$ cat config.mk
export PLATFORM = sky130hd
export DESIGN_NAME = pfta_flash_ctrl
export DESIGN_NICKNAME = d
export VERILOG_FILES = /design/src/hdl/pfta_flash_ctrl.v /design/src/hdl/pfta_hold_mem.v
export VERILOG_INCLUDE_DIRS = /design/src /design/src/hdl
export SDC_FILE = /design/constraint.sdc
export NUM_CORES = 1
export LEC_CHECK = 0
export BUFFER_PORTS_ARGS = -buffer_cell sky130_fd_sc_hd__buf_2
export CORE_ASPECT_RATIO = 0.7
export CORE_MARGIN = 3
export CORE_UTILIZATION = 40
export DETAILED_ROUTE_END_ITERATION = 16
export GPL_TIMING_DRIVEN = 0
export MAX_ROUTING_LAYER = met4
export PLACE_DENSITY_LB_ADDON = 0.12
export SLEW_MARGIN = 20
export SYNTH_ARGS = -nofsm -noshare
export SYNTH_HDL_FRONTEND = slang
export SYNTH_HIERARCHICAL = 1
export SYNTH_SLANG_ARGS = --single-unit
$ cat constraint.sdc
create_clock -name mclk -period 8.1 [get_ports mclk]
set_clock_uncertainty 0.15 [all_clocks]
set_input_delay 0.81 -clock mclk [delete_from_list [all_inputs] [get_ports mclk]]
set_output_delay 0.81 -clock mclk [all_outputs]
set_load 0.005 [all_outputs]
$ cat src/hdl/pfta_defs.vh
`ifndef PFTA_DEFS_VH
`define PFTA_DEFS_VH

// register select codes on the special-function register port
`define PFTA_SEL_PTR_UPPER   3'h0
`define PFTA_SEL_PTR_HIGH    3'h1
`define PFTA_SEL_PTR_LOW     3'h2
`define PFTA_SEL_DATA_LATCH  3'h3
`define PFTA_SEL_UNLOCK      3'h4
`define PFTA_SEL_CONTROL     3'h5

// flash control field positions
`define PFTA_BIT_WORD_PROG   5
`define PFTA_BIT_ERASE       4
`define PFTA_BIT_WR_ERR      3
`define PFTA_BIT_WR_PERMIT   2
`define PFTA_BIT_WR_START    1

// pointer layout
`define PFTA_PTR_W           22
`define PFTA_PTR_LOW_W       21
`define PFTA_HOLD_IDX_W      7
`define PFTA_HOLD_DEPTH      64
`define PFTA_BLOCK_MSB       21
`define PFTA_BLOCK_LSB       10
`define PFTA_BLOCK_BYTES     11'h0400
`define PFTA_WORD_BYTES      11'h0002

// unlock sequence values
`define PFTA_UNLOCK_KEY1     8'h55
`define PFTA_UNLOCK_KEY2     8'hAA

// pointer actions
`define PFTA_PA_NONE         2'h0
`define PFTA_PA_POST_INC     2'h1
`define PFTA_PA_POST_DEC     2'h2
`define PFTA_PA_PRE_INC      2'h3

// reset values
`define PFTA_RST_BYTE        8'h00
`define PFTA_RST_PTR         22'h00_0000

// one byte cell per flash cycle by default
`define PFTA_CELL_CYCLES     4'h1

`endif

$ cat src/hdl/pfta_flash_ctrl.v
`default_nettype none
`include "pfta_defs.vh"

// Contract
// - unlock port stores nothing and always reads zero
// - word select programs two bytes, else a 64-byte block
// - erase select makes next write start erase instead
// - writes allowed only with write permit, which resets clear
// - error flag sets on write start, clears on normal completion
// - software sets write start only; hardware clears it when done
// - 8-bit data latch holds byte of each table transfer
// - pointer is three bytes forming 22 bits; top bit config space
// - pointer auto step changes only low 21 bits
// - table read uses all 22 bits and loads data latch
// - table write stores latch into holding register at bits 5:0
// - timed write targets 64-byte block from bits 21:6, or in word mode the word from bits 21:1
// - erase clears block of top 12 bits, lower bits ignored
// - four pointer actions: none, post inc, post dec, pre inc
// - upper byte bit 5 is pointer bit 21, bits 4:0 are 20:16
// - control bits 5..1 as placed; bits 7, 6, 0 read zero
// - error flag stays 1 after interrupted or improper write; a reset longer than one cycle clears it
module pfta_flash_ctrl (
  input  wire        mclk,
  input  wire        sys_rst,
  input  wire [2:0]  sfr_sel,
  input  wire        sfr_wr,
  input  wire        sfr_rd,
  input  wire [7:0]  sfr_wdata,
  output reg  [7:0]  sfr_rdata,
  input  wire        tbl_rd_req,
  input  wire        tbl_wr_req,
  input  wire [1:0]  tbl_ptr_act,
  output wire        tbl_busy,
  output wire        flash_busy,
  output reg  [21:0] fl_addr,
  output reg         fl_rd,
  input  wire [7:0]  fl_rdata,
  output reg         fl_wr,
  output reg  [7:0]  fl_wdata,
  output reg         fl_erase,
  input  wire        fl_ready
);

  localparam ST_IDLE  = 3'h0;
  localparam ST_RDWT  = 3'h1;
  localparam ST_PRE   = 3'h2;
  localparam ST_PROG  = 3'h3;
  localparam ST_ERASE = 3'h4;
  localparam ST_DONE  = 3'h5;

  reg [2:0]  state_ff;
  reg [21:0] ptr_ff;
  reg [7:0]  latch_ff;
  reg        word_prog_ff;
  reg        erase_sel_ff;
  reg        wr_err_ff;
  reg        wr_permit_ff;
  reg        wr_start_ff;
  reg [1:0]  unlock_ff;
  reg [10:0] cnt_ff;
  reg [10:0] len_ff;
  reg [1:0]  rd_act_ff;
  reg        hold_pend_ff;

  wire [7:0] hold_q;
  wire       hold_we;
  wire [5:0] hold_ridx;
  wire       ctl_wr;
  wire       start_ok;
  wire       bad_start;
  wire       tbl_idle;
  wire [20:0] ptr_inc;
  wire [20:0] ptr_dec;

  assign tbl_idle   = (state_ff == ST_IDLE);
  assign tbl_busy   = !tbl_idle;
  assign flash_busy = wr_start_ff;
  assign ctl_wr     = sfr_wr && (sfr_sel == `PFTA_SEL_CONTROL);
  assign ptr_inc    = ptr_ff[20:0] + 21'h00_0001;
  assign ptr_dec    = ptr_ff[20:0] - 21'h00_0001;
  // start only right after 55h, AAh and with permit already set
  assign start_ok = ctl_wr && sfr_wdata[`PFTA_BIT_WR_START] &&
                    wr_permit_ff && (unlock_ff == 2'h2) &&
                    !wr_start_ff && tbl_idle;
  assign bad_start = ctl_wr && sfr_wdata[`PFTA_BIT_WR_START] &&
                     !start_ok && !wr_start_ff && !sys_rst;
  assign hold_we  = tbl_wr_req && tbl_idle && !wr_start_ff;
  assign hold_ridx = cnt_ff[5:0];

  pfta_hold_mem pfta_hold_mem_i (
    .mclk    (mclk),
    .wr_en   (hold_we),
    .wr_idx  (((tbl_ptr_act == `PFTA_PA_PRE_INC) ? ptr_inc[5:0]
               : ptr_ff[5:0])),
    .wr_data (latch_ff),
    .rd_idx  (hold_ridx),
    .rd_data (hold_q)
  );

  // unlock sequence tracker, any other register write breaks it
  always @(posedge mclk) begin
    if (sys_rst) begin
      unlock_ff <= 2'h0;
    end else if (sfr_wr) begin
      if (sfr_sel == `PFTA_SEL_UNLOCK &&
          sfr_wdata == `PFTA_UNLOCK_KEY1) begin
        unlock_ff <= 2'h1;
      end else if (sfr_sel == `PFTA_SEL_UNLOCK &&
                   sfr_wdata == `PFTA_UNLOCK_KEY2 &&
                   unlock_ff == 2'h1) begin
        unlock_ff <= 2'h2;
      end else begin
        unlock_ff <= 2'h0;
      end
    end
  end

  // control register
  always @(posedge mclk) begin
    if (sys_rst) begin
      word_prog_ff <= 1'b0;
      erase_sel_ff <= 1'b0;
      wr_permit_ff <= 1'b0;
      wr_start_ff  <= 1'b0;
    end else begin
      if (ctl_wr) begin
        word_prog_ff <= sfr_wdata[`PFTA_BIT_WORD_PROG];
        erase_sel_ff <= sfr_wdata[`PFTA_BIT_ERASE];
        wr_permit_ff <= sfr_wdata[`PFTA_BIT_WR_PERMIT];
      end
      if (start_ok) begin
        wr_start_ff <= 1'b1;
      end else if (state_ff == ST_DONE) begin
        wr_start_ff <= 1'b0;
      end
    end
  end

  // error flag: survives a one-cycle reset of a write cut short
  always @(posedge mclk) begin
    if (start_ok || bad_start) begin
      wr_err_ff <= 1'b1;
    end else if (state_ff == ST_DONE) begin
      wr_err_ff <= 1'b0;
    end else if (sys_rst && !wr_start_ff) begin
      wr_err_ff <= 1'b0;
    end
  end

  // pointer, latch and sequencer
  always @(posedge mclk) begin
    if (sys_rst) begin
      state_ff     <= ST_IDLE;
      ptr_ff       <= `PFTA_RST_PTR;
      latch_ff     <= `PFTA_RST_BYTE;
      cnt_ff       <= 11'h000;
      len_ff       <= 11'h000;
      rd_act_ff    <= `PFTA_PA_NONE;
      hold_pend_ff <= 1'b0;
      fl_addr      <= `PFTA_RST_PTR;
      fl_rd        <= 1'b0;
      fl_wr        <= 1'b0;
      fl_wdata     <= `PFTA_RST_BYTE;
      fl_erase     <= 1'b0;
    end else begin
      fl_rd    <= 1'b0;
      fl_wr    <= 1'b0;
      fl_erase <= 1'b0;
      hold_pend_ff <= 1'b0;
      case (state_ff)
        ST_IDLE: begin
          if (sfr_wr) begin
            case (sfr_sel)
              `PFTA_SEL_PTR_UPPER: begin
                ptr_ff[21:16] <= sfr_wdata[5:0];
              end
              `PFTA_SEL_PTR_HIGH: begin
                ptr_ff[15:8] <= sfr_wdata;
              end
              `PFTA_SEL_PTR_LOW: begin
                ptr_ff[7:0] <= sfr_wdata;
              end
              `PFTA_SEL_DATA_LATCH: begin
                latch_ff <= sfr_wdata;
              end
              default: begin
              end
            endcase
          end
          if (start_ok) begin
            cnt_ff <= 11'h000;
            fl_addr <= {ptr_ff[`PFTA_BLOCK_MSB:`PFTA_BLOCK_LSB],
                        10'h000};
            if (sfr_wdata[`PFTA_BIT_ERASE]) begin
              state_ff <= ST_ERASE;
              fl_erase <= 1'b1;
            end else begin
              // word mode keeps the word inside the holding index
              len_ff <= sfr_wdata[`PFTA_BIT_WORD_PROG] ?
                        `PFTA_WORD_BYTES : 11'h040;
              if (sfr_wdata[`PFTA_BIT_WORD_PROG]) begin
                cnt_ff  <= {5'h00, ptr_ff[5:1], 1'b0};
                fl_addr <= {ptr_ff[21:1], 1'b0};
              end else begin
                fl_addr <= {ptr_ff[21:6], 6'h00};
              end
              state_ff <= ST_PRE;
            end
          end else if (tbl_rd_req) begin
            if (tbl_ptr_act == `PFTA_PA_PRE_INC) begin
              fl_addr <= {ptr_ff[21], ptr_inc};
              ptr_ff[20:0] <= ptr_inc;
            end else begin
              fl_addr <= ptr_ff;
            end
            fl_rd     <= 1'b1;
            rd_act_ff <= tbl_ptr_act;
            state_ff  <= ST_RDWT;
          end else if (hold_we) begin
            case (tbl_ptr_act)
              `PFTA_PA_POST_INC: ptr_ff[20:0] <= ptr_inc;
              `PFTA_PA_POST_DEC: ptr_ff[20:0] <= ptr_dec;
              `PFTA_PA_PRE_INC:  ptr_ff[20:0] <= ptr_inc;
              default: begin
              end
            endcase
          end
        end
        ST_RDWT: begin
          if (fl_ready) begin
            latch_ff <= fl_rdata;
            case (rd_act_ff)
              `PFTA_PA_POST_INC: ptr_ff[20:0] <= ptr_inc;
              `PFTA_PA_POST_DEC: ptr_ff[20:0] <= ptr_dec;
              default: begin
              end
            endcase
            state_ff <= ST_IDLE;
          end
        end
        ST_PRE: begin
          // holding read data registered; issue byte
          if (!hold_pend_ff && !fl_wr) begin
            hold_pend_ff <= 1'b1;
          end
          if (hold_pend_ff) begin
            fl_wdata <= hold_q;
            fl_wr    <= 1'b1;
            state_ff <= ST_PROG;
          end
        end
        ST_PROG: begin
          if (fl_ready && !fl_wr) begin
            if (len_ff == `PFTA_WORD_BYTES ? cnt_ff[0] :
                cnt_ff[5:0] == 6'h3F) begin
              state_ff <= ST_DONE;
            end else begin
              cnt_ff  <= cnt_ff + 11'h001;
              fl_addr <= fl_addr + 22'h00_0001;
              state_ff <= ST_PRE;
            end
          end
        end
        ST_ERASE: begin
          if (fl_ready && !fl_erase) begin
            state_ff <= ST_DONE;
          end
        end
        ST_DONE: begin
          state_ff <= ST_IDLE;
        end
        default: begin
          state_ff <= ST_IDLE;
        end
      endcase
    end
  end

  // register read mux
  always @(posedge mclk) begin
    if (sys_rst) begin
      sfr_rdata <= `PFTA_RST_BYTE;
    end else if (sfr_rd) begin
      case (sfr_sel)
        `PFTA_SEL_PTR_UPPER:  sfr_rdata <= {2'b00, ptr_ff[21:16]};
        `PFTA_SEL_PTR_HIGH:   sfr_rdata <= ptr_ff[15:8];
        `PFTA_SEL_PTR_LOW:    sfr_rdata <= ptr_ff[7:0];
        `PFTA_SEL_DATA_LATCH: sfr_rdata <= latch_ff;
        `PFTA_SEL_UNLOCK:     sfr_rdata <= 8'h00;
        `PFTA_SEL_CONTROL:    sfr_rdata <= {2'b00, word_prog_ff,
                                 erase_sel_ff, wr_err_ff, wr_permit_ff,
                                 wr_start_ff, 1'b0};
        default:              sfr_rdata <= 8'h00;
      endcase
    end
  end

endmodule
`default_nettype wire

$ cat src/hdl/pfta_hold_mem.v
`default_nettype none
`include "pfta_defs.vh"

// write holding registers, registered read
module pfta_hold_mem (
  input  wire       mclk,
  input  wire       wr_en,
  input  wire [5:0] wr_idx,
  input  wire [7:0] wr_data,
  input  wire [5:0] rd_idx,
  output reg  [7:0] rd_data
);

  reg [7:0] mem [0:`PFTA_HOLD_DEPTH-1];

  always @(posedge mclk) begin
    if (wr_en) begin
      mem[wr_idx] <= wr_data;
    end
    rd_data <= mem[rd_idx];
  end

endmodule
`default_nettype wire

* Word-level counts from Yosys, hierarchy flattened
Memory sizes are Yosys's and may differ from the RTL's. A register that Yosys moved wholly into a read port is not among the register bits.
Index checks and enable logic that the tools add are counted.
** Word-level totals
- Bits in registers :: 106
- Bits in writable memories :: 512
- Bits of input ports :: 28
- Output and inout port bits :: 43
- Word-level logic and storage cells :: 160
- Memories kept :: 1
** Cells by class
- Add/sub/neg operators :: 4
- Eq/ne operators :: 31
- Mux-type cells :: 55
- Bitwise operators :: 4
- Reductions and logical operators :: 45
** Memory list
- pfta_hold_mem_i.mem :: words 64, width 8, read ports 1, clocked after Yosys merged registers in 1, wr ports 1, line pfta_hold_mem.v:14 : reg [7:0] mem [0:`PFTA_HOLD_DEPTH-1];
** Operator list (number)
- $mux 21 :: 7
- $pmux 21 s2 :: 3
- $mux 22 :: 4
- $pmux 22 s2 :: 1
- $mux 8 :: 5
- $pmux 8 s5 :: 1
- $mux 11 :: 3
- $mux 3 :: 8
- $mux 6 :: 4
- $add 22x1->22 const B :: 1
- $pmux 11 s2 :: 1
- $add 21x1->21 const B :: 1
- $sub 21x1->21 const B :: 1
- $logic_and 1x1->1 :: 18
- $pmux 8 s2 :: 1
- $pmux 3 s5 :: 1
- $ne 2x2->1 const B :: 7
- $eq 3x2->1 const B :: 4
- $eq 3x3->1 const B :: 4
- $reduce_and 3->1 :: 4
- $reduce_and 4->1 :: 3
- $add 11x1->11 const B :: 1
- $eq 11x2->1 const B :: 1
- $mux 1 :: 11
- other kinds (22) :: 44

* Depth between registers and ports, before layout
Gate-level depths: netlist of the first run.
- Depth in word-level cells :: 12
- Mapped depth :: 10
- Mapped depth without buffers :: 8

* By module
The synthesis of the first run kept the hierarchy.
** Modules (own cells, without submodules)
- pfta_hold_mem :: instances 1, cells each 993, area an instance 20284.5 sq um, seq. area each 15534.9 sq um
- pfta_flash_ctrl :: instances 1, cells each 1017, area an instance 7259.5 sq um, seq. area each 1841.8 sq um

* Worst setup path after synthesis of the first run
Ideal clock, no wire load.
- Path kind :: in2reg
- Start :: input port tbl_ptr_act[1]
- End :: memory pfta_hold_mem_i.mem[33][0] (enable)
- Setup time :: 0.383 ns
- Data arrival time :: 2.682 ns
- Data required time :: 7.567 ns
- Setup slack :: 4.885 ns
- Stages :: 7
- Path buffers :: 2
- Cells stage by stage :: clkbuf_1 > nand2_1 > nor3_1 > xnor2_1 > clkbuf_1 > nand4_1 > nor3_1
** On the way
- Longest elaborated chain between the ends :: 2
** Ends and longest elaborated chain
- start: declaration :: line pfta_flash_ctrl.v:32 : input wire [1:0] tbl_ptr_act,
- $eq 2x2->1
- $mux 6 :: line pfta_flash_ctrl.v:93 : .wr_idx (((tbl_ptr_act == `PFTA_PA_PRE_INC) ? ptr_inc[5:0]
- end: declaration :: line pfta_hold_mem.v:14
Every way passes these cells.

* Final worst setup path of the first run
- Start :: register ptr_ff[1]
- End :: memory pfta_hold_mem_i.mem[63][3] (enable)
** On the way
- Longest elaborated chain between the ends :: 2
** Ends and longest elaborated chain
- start: declaration :: line pfta_flash_ctrl.v:52 : reg [21:0] ptr_ff;
- start signal: assignment :: line pfta_flash_ctrl.v:154 : ptr_ff <= `PFTA_RST_PTR;
- start signal: assignment :: line pfta_flash_ctrl.v:181 : ptr_ff[7:0] <= sfr_wdata;
- start signal: assignment :: line pfta_flash_ctrl.v:212 : ptr_ff[20:0] <= ptr_inc;
- $add 21x1->21 :: line pfta_flash_ctrl.v:79 : assign ptr_inc = ptr_ff[20:0] + 21'h00_0001;
- $mux 6 (*) :: line pfta_flash_ctrl.v:93
Every way passes the cells marked *; elsewhere a longest branch is shown, timed or not.

==> results.sh, run 1 <==
export IMPL_status="finished clean"
export IMPL_crit_start="ptr_ff[1]"
export IMPL_critPathKind="register to register"
export IMPL_cts_resized=0
export IMPL_synthTopCellsByCount="512 x edfxtp_1, 163 x nor2_1, 146 x nand2_1"
export IMPL_cp_depth=8
export IMPL_placed_cell_area_um2=29200
export IMPL_power_density_nw_per_um2=236
export IMPL_worst_pin_slew_ns=1.23
export IMPL_port_buffers=66
export IMPL_crit_fanout=10
export IMPL_finalMaxSlewViolations=0
export IMPL_tns_ns=0
export IMPL_clk_path_buf_depth=3
export IMPL_grt_pass1_vias=18433
export IMPL_power_leakage_nw=9.78
export IMPL_die_y_um=226
export IMPL_hpwl_um=74200
export IMPL_num_vias=19963
export IMPL_drtPass1Iterations=6
export IMPL_finalSetupViolCount=0
export IMPL_via_per_inst=6.45
export IMPL_die_w_um=320
export IMPL_ys_seq_area_share_pct=63.1
export IMPL_fp_row_count=79
export IMPL_r2r_start="ptr_ff[1]"
export IMPL_syn_num_nets=2042
export IMPL_synthFlopType="edfxtp_1"
export IMPL_critical_path_endpoint_type="register"
export IMPL_ys_warn_count=6
export IMPL_grt_pass1_wl_um=143000
export IMPL_synth_seq_cells=612
export IMPL_cts_num_sinks=612
export IMPL_path_buf_inv=3
export IMPL_synthToLayoutAreaGrowth_pct=13.4
export IMPL_clockRootBuffer="clkbuf_16"
export IMPL_setup_worst_path_start_class="register"
export IMPL_drc_errors=0
export IMPL_synth_edf_count=512
export IMPL_wire_per_inst_um=33.3
export IMPL_fin_crit_ns=5.12
export IMPL_reg2regPathDepth=8
export IMPL_cts_tree="yes"
export IMPL_irDropWorstVdd_mv=0.163
export IMPL_nets=2179
export IMPL_cts_setup_buffers=0
export IMPL_cp_endpoint="pfta_hold_mem_i/mem[63][3]"
export IMPL_antenna_found_initial=10
export IMPL_cap_violations=0
export IMPL_crit_slowest_cell="nor2_1"
export IMPL_syn_area_um2=27500
export IMPL_fin_util_pct=46.4
export IMPL_hold_viol_final=0
export IMPL_fill_cells=5948
export IMPL_dieArea_um2=72100
export IMPL_rsz0062_at_grt="false"
export IMPL_synth_async_reset_ratio_pct=0
export IMPL_grt_usage_pct=29.0
export IMPL_ys_types=82
export IMPL_ff2ff_setup_slack_ns=2.98
export IMPL_postLayoutCellArea_um2=31200
export IMPL_crit_chain="clkbuf_1 -> inv_1 -> ha_1 -> nand3_1 -> o21ai_0 -> clkbuf_1 -> nand4_1 -> nor2_1"
export IMPL_antenna_left=0
export IMPL_synthCells=2010
export IMPL_critical_path_required_ns=8.21
export IMPL_drt_iter0_drc=2758
export IMPL_h_tree_depth=2
export IMPL_syn_area_per_cell_um2=13.7
export IMPL_gp_congestion=0.982
export IMPL_cts_hold_buf=0
export IMPL_start_util_pct=40.9
export IMPL_drt_total_wl_um=103000
export IMPL_cp_top_family="simple AND/OR/NAND/NOR gates"
export IMPL_synthTopCellsByArea="edfxtp_1 56%, mux4_2 8.9%, dfxtp_1 7.3%"
export IMPL_io_pins=71
export IMPL_finalCritPeriodShare_pct=63.2
export IMPL_cts_buffers=61
export IMPL_coreArea_um2=67300
export IMPL_hold_path_class="primary input to register"
export IMPL_relSlewSlack_pct=18.3
export IMPL_clock_fmax_ghz=0.195
export IMPL_cp_common_cell="clkbuf_1"
export IMPL_overflow=0
export IMPL_yosysTopAreaCellShare_pct=55.8
export IMPL_max_stage_delay_ns=1.02
export IMPL_synth_area_leader_cell="edfxtp_1"
export IMPL_r2r_end="pfta_hold_mem_i/mem[63][3]"
export IMPL_synth_most_common_cell="edfxtp_1"
export IMPL_clk_latency_ns=0.66
export IMPL_grt_max_degree=67
export IMPL_drive_gt1_share_pct=17.0
export IMPL_crit_arrival_ns=5.23
export IMPL_clk_pin_slew_worst_paths_ns=0.06
flip-flops by register name, indices dropped and copies added, names as in the netlist, 6 cells and up:
register,count
fl_addr,22
latch_ff,8
pfta_hold_mem_i/rd_data,8
ptr_ff,22
pfta_hold_mem_i/mem,512
fl_wdata,8
sfr_rdata,8
cnt_ff,6
cell type report:
cell class	instances	area, µm²	share of cell area, %
multi-input combinational	1231	9460	30.3
clock inverter	35	334	1.07
clock buffer	79	1670	5.33
inverter	25	93.8	0.300
tap	891	1110	3.57
antenna	8	20.0	0.0641
buffer	142	673	2.15
timing repair buffer	74	469	1.50
sequential	612	17400	55.7
metal layers:
layer  GRT usage [%]  wire length (µm)  up-vias
met5               -                 0        -
met4            5.47              1800        0
met3            7.64             12500      134
met2            36.8             39800     1158
met1            46.0             48900    10412
li1                -                 -     8259
worst reg2reg max path, delay by kind of cell (launching register included):
family / cells / cell delay (ns)
AOI/OAI and AO/OA: 1 / 0.24
adders and majority gates: 1 / 0.46
buffers and inverters: 3 / 1.45
DFF: 1 / 0.56
and+or+nand+nor: 3 / 1.88
report_power, final:
group / internal [mW] / total [mW] / switching [mW]
Clock: 1.61 / 2.86 / 1.25
Sequential: 3.52 / 3.62 / 0.0989
Combinational: 0.250 / 0.894 / 0.644
Total: 5.38 / 7.37 / 1.99
metrics by stage:
step	hold WS [ns]	cells	power, mW	setup slack, ns
2_1_floorplan	0.267	2010	4.13	4.89
3_3_place_gp	0.284	2967	4.52	3.17
3_5_place_dp	0.280	2975	4.53	3.12
4_1_cts	0.227	3089	7.39	3.12
5_1_grt	0.249	3093	7.59	2.85
6_report	0.259	3097	7.37	2.98
worst min-delay path by stage:
stage	from	endpoint	slack, ns	cells after the start
2_1_floorplan	pfta_hold_mem_i/rd_data[0]	fl_wdata[0]	0.27	2
3_3_place_gp	pfta_hold_mem_i/rd_data[1]	fl_wdata[1]	0.28	2
3_5_place_dp	pfta_hold_mem_i/rd_data[5]	fl_wdata[5]	0.28	2
4_1_cts	fl_rdata[0]	latch_ff[0]	0.23	3
5_1_grt	fl_rdata[4]	latch_ff[4]	0.25	3
6_report	fl_rdata[4]	latch_ff[4]	0.26	3
layout by cell type, fill, tap and decap left out, types with 21 or more instances in the layout:
cell type / count
edfxtp_1: 512
nand2_1: 146
nand3_1: 56
nor2_1: 163
mux2i_1: 61
mux4_2: 109
xnor2_1: 26
nand4_1: 27
o221ai_1: 21
clkbuf_1: 106
buf_2: 87
clkbuf_16: 63
nor2b_1: 24
dfxtp_1: 92
o21ai_0: 72
a22oi_1: 30
inv_1: 23
a21oi_1: 91
nor3_1: 44
o22ai_1: 28
cells by family after synthesis:
| group | count (synthesis) | synth area share [%] |
|---|---|---|
| flops | 612 | 63.1 |
| simple gates | 583 | 10.5 |
| compound gates | 418 | 10.4 |
| mux | 188 | 11.9 |
| buf+inv | 167 | 2.78 |
| xor+xnor | 38 | 1.21 |
| fa+ha+maj | 4 | 0.182 |
(Power assumes the default switching activity.)
==> inputs of run 2 (changes only) <==
--- a/config.mk
+++ b/config.mk
@@ -6,6 +6,7 @@
 export SDC_FILE = /design/constraint.sdc
 export NUM_CORES = 1
 export LEC_CHECK = 0
+export ABC_AREA = 1
 export BUFFER_PORTS_ARGS = -buffer_cell sky130_fd_sc_hd__buf_2
 export CORE_ASPECT_RATIO = 0.7
 export CORE_MARGIN = 3
==> constraint.sdc (replaced) <==
create_clock -name mclk -period 5.35 [get_ports mclk]
set_clock_uncertainty 0.15 [all_clocks]
set_input_delay 0.535 -clock mclk [delete_from_list [all_inputs] [get_ports mclk]]
set_output_delay 0.535 -clock mclk [all_outputs]
set_load 0.005 [all_outputs]
==> results.sh, run 2 <==
export IMPL_status="finished clean"
export IMPL_clk_latency_ns=0.65
export IMPL_overflow=0
export IMPL_synthToLayoutAreaGrowth_pct=13.8
export IMPL_wire_per_inst_um=27.7
export IMPL_h_tree_depth=2
export IMPL_clk_path_buf_depth=3
export IMPL_gp_congestion=1.06
export IMPL_via_per_inst=5.72
export IMPL_drc_errors=0
export IMPL_power_leakage_nw=12.5
export IMPL_syn_num_nets=3138
export IMPL_critical_path_endpoint_type="register"
export IMPL_num_vias=24424
export IMPL_layout_commonest_cell="nand2_1"
export IMPL_grt_met1_usage_pct=50.0
export IMPL_synthFlopType="edfxtp_1"
export IMPL_finalSetupViolCount=0
export IMPL_cap_violations=0
export IMPL_io_pins=71
export IMPL_hold_path_class="primary input to register"
export IMPL_finalCritPeriodShare_pct=85.2
export IMPL_synth_seq_cells=612
export IMPL_mostFrequentLayoutCells="1038 x nand2_1, 512 x edfxtp_1, 505 x nand3_1, 190 x nor2_1, 143 x o21ai_0"
export IMPL_start_util_pct=40.9
export IMPL_yosysTopAreaCellShare_pct=53.4
export IMPL_fin_crit_ns=4.56
export IMPL_nets=3295
export IMPL_rsz0062_at_grt="false"
export IMPL_use_met2_pct=40.7
export IMPL_cts_tree="yes"
export IMPL_grt_pass1_vias=22157
export IMPL_setup_worst_path_start_class="register"
export IMPL_ys_warn_count=6
export IMPL_coreArea_um2=70500
export IMPL_clockRootBuffer="clkbuf_16"
export IMPL_crit_fanout=8
export IMPL_antenna_left=0
export IMPL_syn_area_um2=28800
export IMPL_worst_pin_slew_ns=1.20
export IMPL_critical_path_required_ns=5.46
export IMPL_grt_pass1_wl_um=166000
export IMPL_grt_busiest_layer="met1"
export IMPL_r2r_start="ptr_ff[1]"
export IMPL_ff2ff_setup_slack_ns=0.79
export IMPL_fill_cells=6774
export IMPL_critPathKind="register to register"
export IMPL_irDropWorstVdd_mv=0.289
export IMPL_finalMaxSlewViolations=0
export IMPL_cts_resized=0
export IMPL_setup_ws_ns=0.794
export IMPL_grt_usage_pct=31.7
export IMPL_fp_row_count=81
export IMPL_ys_types=51
export IMPL_cts_num_sinks=612
export IMPL_clk_pin_slew_worst_paths_ns=0.07
export IMPL_largest_reg_flops=512
export IMPL_reg2regPathDepth=9
export IMPL_drtPass1Iterations=6
export IMPL_clock_fmax_ghz=0.219
export IMPL_synth_edf_count=512
export IMPL_relSlewSlack_pct=19.9
export IMPL_power_mw=12.0
export IMPL_r2r_end="pfta_hold_mem_i/mem[42][0]"
export IMPL_drt_total_wl_um=118000
export IMPL_synth_area_leader_cell="edfxtp_1"
export IMPL_regMostFlops="pfta_hold_mem_i/mem"
export IMPL_hold_viol_final=0
export IMPL_die_y_um=231
export IMPL_top_regs="pfta_hold_mem_i/mem (512), fl_addr (22), ptr_ff (22)"
export IMPL_synth_async_reset_ratio_pct=0
export IMPL_hpwl_um=87500
export IMPL_syn_area_per_cell_um2=9.28
export IMPL_port_buffers=68
export IMPL_power_density_nw_per_um2=365
export IMPL_cp_endpoint="pfta_hold_mem_i/mem[42][0]"
export IMPL_hold_worst_slack_ns=0.0576
export IMPL_synthTopCellsByCount="1038 x nand2_1, 512 x edfxtp_1, 505 x nand3_1"
export IMPL_synthCells=3106
export IMPL_drt_iter0_drc=3494
export IMPL_cts_buffers=61
export IMPL_grt_max_degree=53
export IMPL_dieArea_um2=75400
export IMPL_pre_cts_slack_ns=0.551
export IMPL_crit_start="ptr_ff[1]"
export IMPL_antenna_found_initial=2
export IMPL_die_w_um=327
export IMPL_met3_usage_pct=8.37
export IMPL_drive_gt1_share_pct=11.1
export IMPL_synthTopCellsByArea="edfxtp_1 53%, nand2_1 14%, nand3_1 8.8%"
export IMPL_crit_arrival_ns=4.66
export IMPL_synth_most_common_cell="nand2_1"
export IMPL_ys_seq_area_share_pct=60.3
run 2: how the worst min path moves through the flow:
| stage | cells past startpoint | slack (ns) | endpoint | start |
|---|---|---|---|---|
| final | 4 | 0.06 | fl_addr[15] | sys_rst |
| after CTS | 3 | 0.01 | latch_ff[7] | sfr_wdata[7] |
| after detailed placement | 2 | 0.29 | fl_wdata[4] | pfta_hold_mem_i/rd_data[4] |
| after global placement | 2 | 0.30 | fl_wdata[5] | pfta_hold_mem_i/rd_data[5] |
| after global routing | 3 | 0.04 | latch_ff[7] | sfr_wdata[7] |
| after floorplan | 2 | 0.28 | erase_sel_ff | erase_sel_ff |
run 2: worst max-delay path: stages, from the launching register on:
cell     delay [ns]
dfxtp_1        0.72
nand3_1        0.20
nor2_1         0.30
xor2_1         0.26
nand2_1        0.12
o21ai_1        0.55
inv_1          0.32
nor2_1         0.27
nand2_1        0.28
nor2_1         0.96
run 2: cell type report:
type	instances	area [µm²]	area share, %
Timing Repair Buffer	94	684	2.09
Antenna cell	2	5.00	0.0153
Buffer	174	1090	3.31
Inverter	138	524	1.60
Clock buffer	65	1540	4.70
Sequential cell	612	17400	53.1
Clock inverter	48	487	1.48
Multi-Input combinational cell	2182	9880	30.1
Tap cell	954	1190	3.64
run 2: repair_timing:
item / CTS / global route
setup buffers: 0 / 0
endpoints found under the hold margin: 8 / 0
setup endpoints to repair: 0 / 0
hold buffers: 8 / 0
run 2: kinds of logic after synthesis:
| group | after synthesis | share of synthesized area, % |
|---|---|---|
| DFF | 612 | 60.3 |
| xor gates and xnor gates | 28 | 0.851 |
| buffers and inverters | 312 | 5.59 |
| adders and majority gates | 4 | 0.174 |
| and+or+nand+nor | 1810 | 26.6 |
| AOI/OAI and AO/OA | 340 | 6.51 |
run 2: per-layer routing:
metal | wire, µm | part of all wire (%) | vias up
li1 | - | - | 10984
met1 | 56800 | 48 | 12075
met2 | 45500 | 38 | 1251
met3 | 14300 | 12 | 114
met4 | 1630 | 1.4 | 0
met5 | 0 | 0 | -
run 2: power by group:
| part | leakage, nW | internal, mW | total, mW | switching [mW] |
|---|---|---|---|---|
| Combinational | 5.92 | 0.512 | 1.99 | 1.48 |
| Clock | 0.991 | 2.52 | 4.45 | 1.93 |
| Sequential | 5.59 | 5.37 | 5.55 | 0.179 |
| Total | 12.5 | 8.40 | 12.0 | 3.59 |
run 2: stage by stage:
step	util, %	area (µm²)	TNS (ns)	std cells
after floorplan	-	28800	0	3106
after global placement	43.0	30400	-38.13	4128
after detailed placement	43.5	30700	0	4146
after CTS	46.5	32800	0	4267
after global routing	46.5	32800	0	4268
final	46.5	32800	0	4269
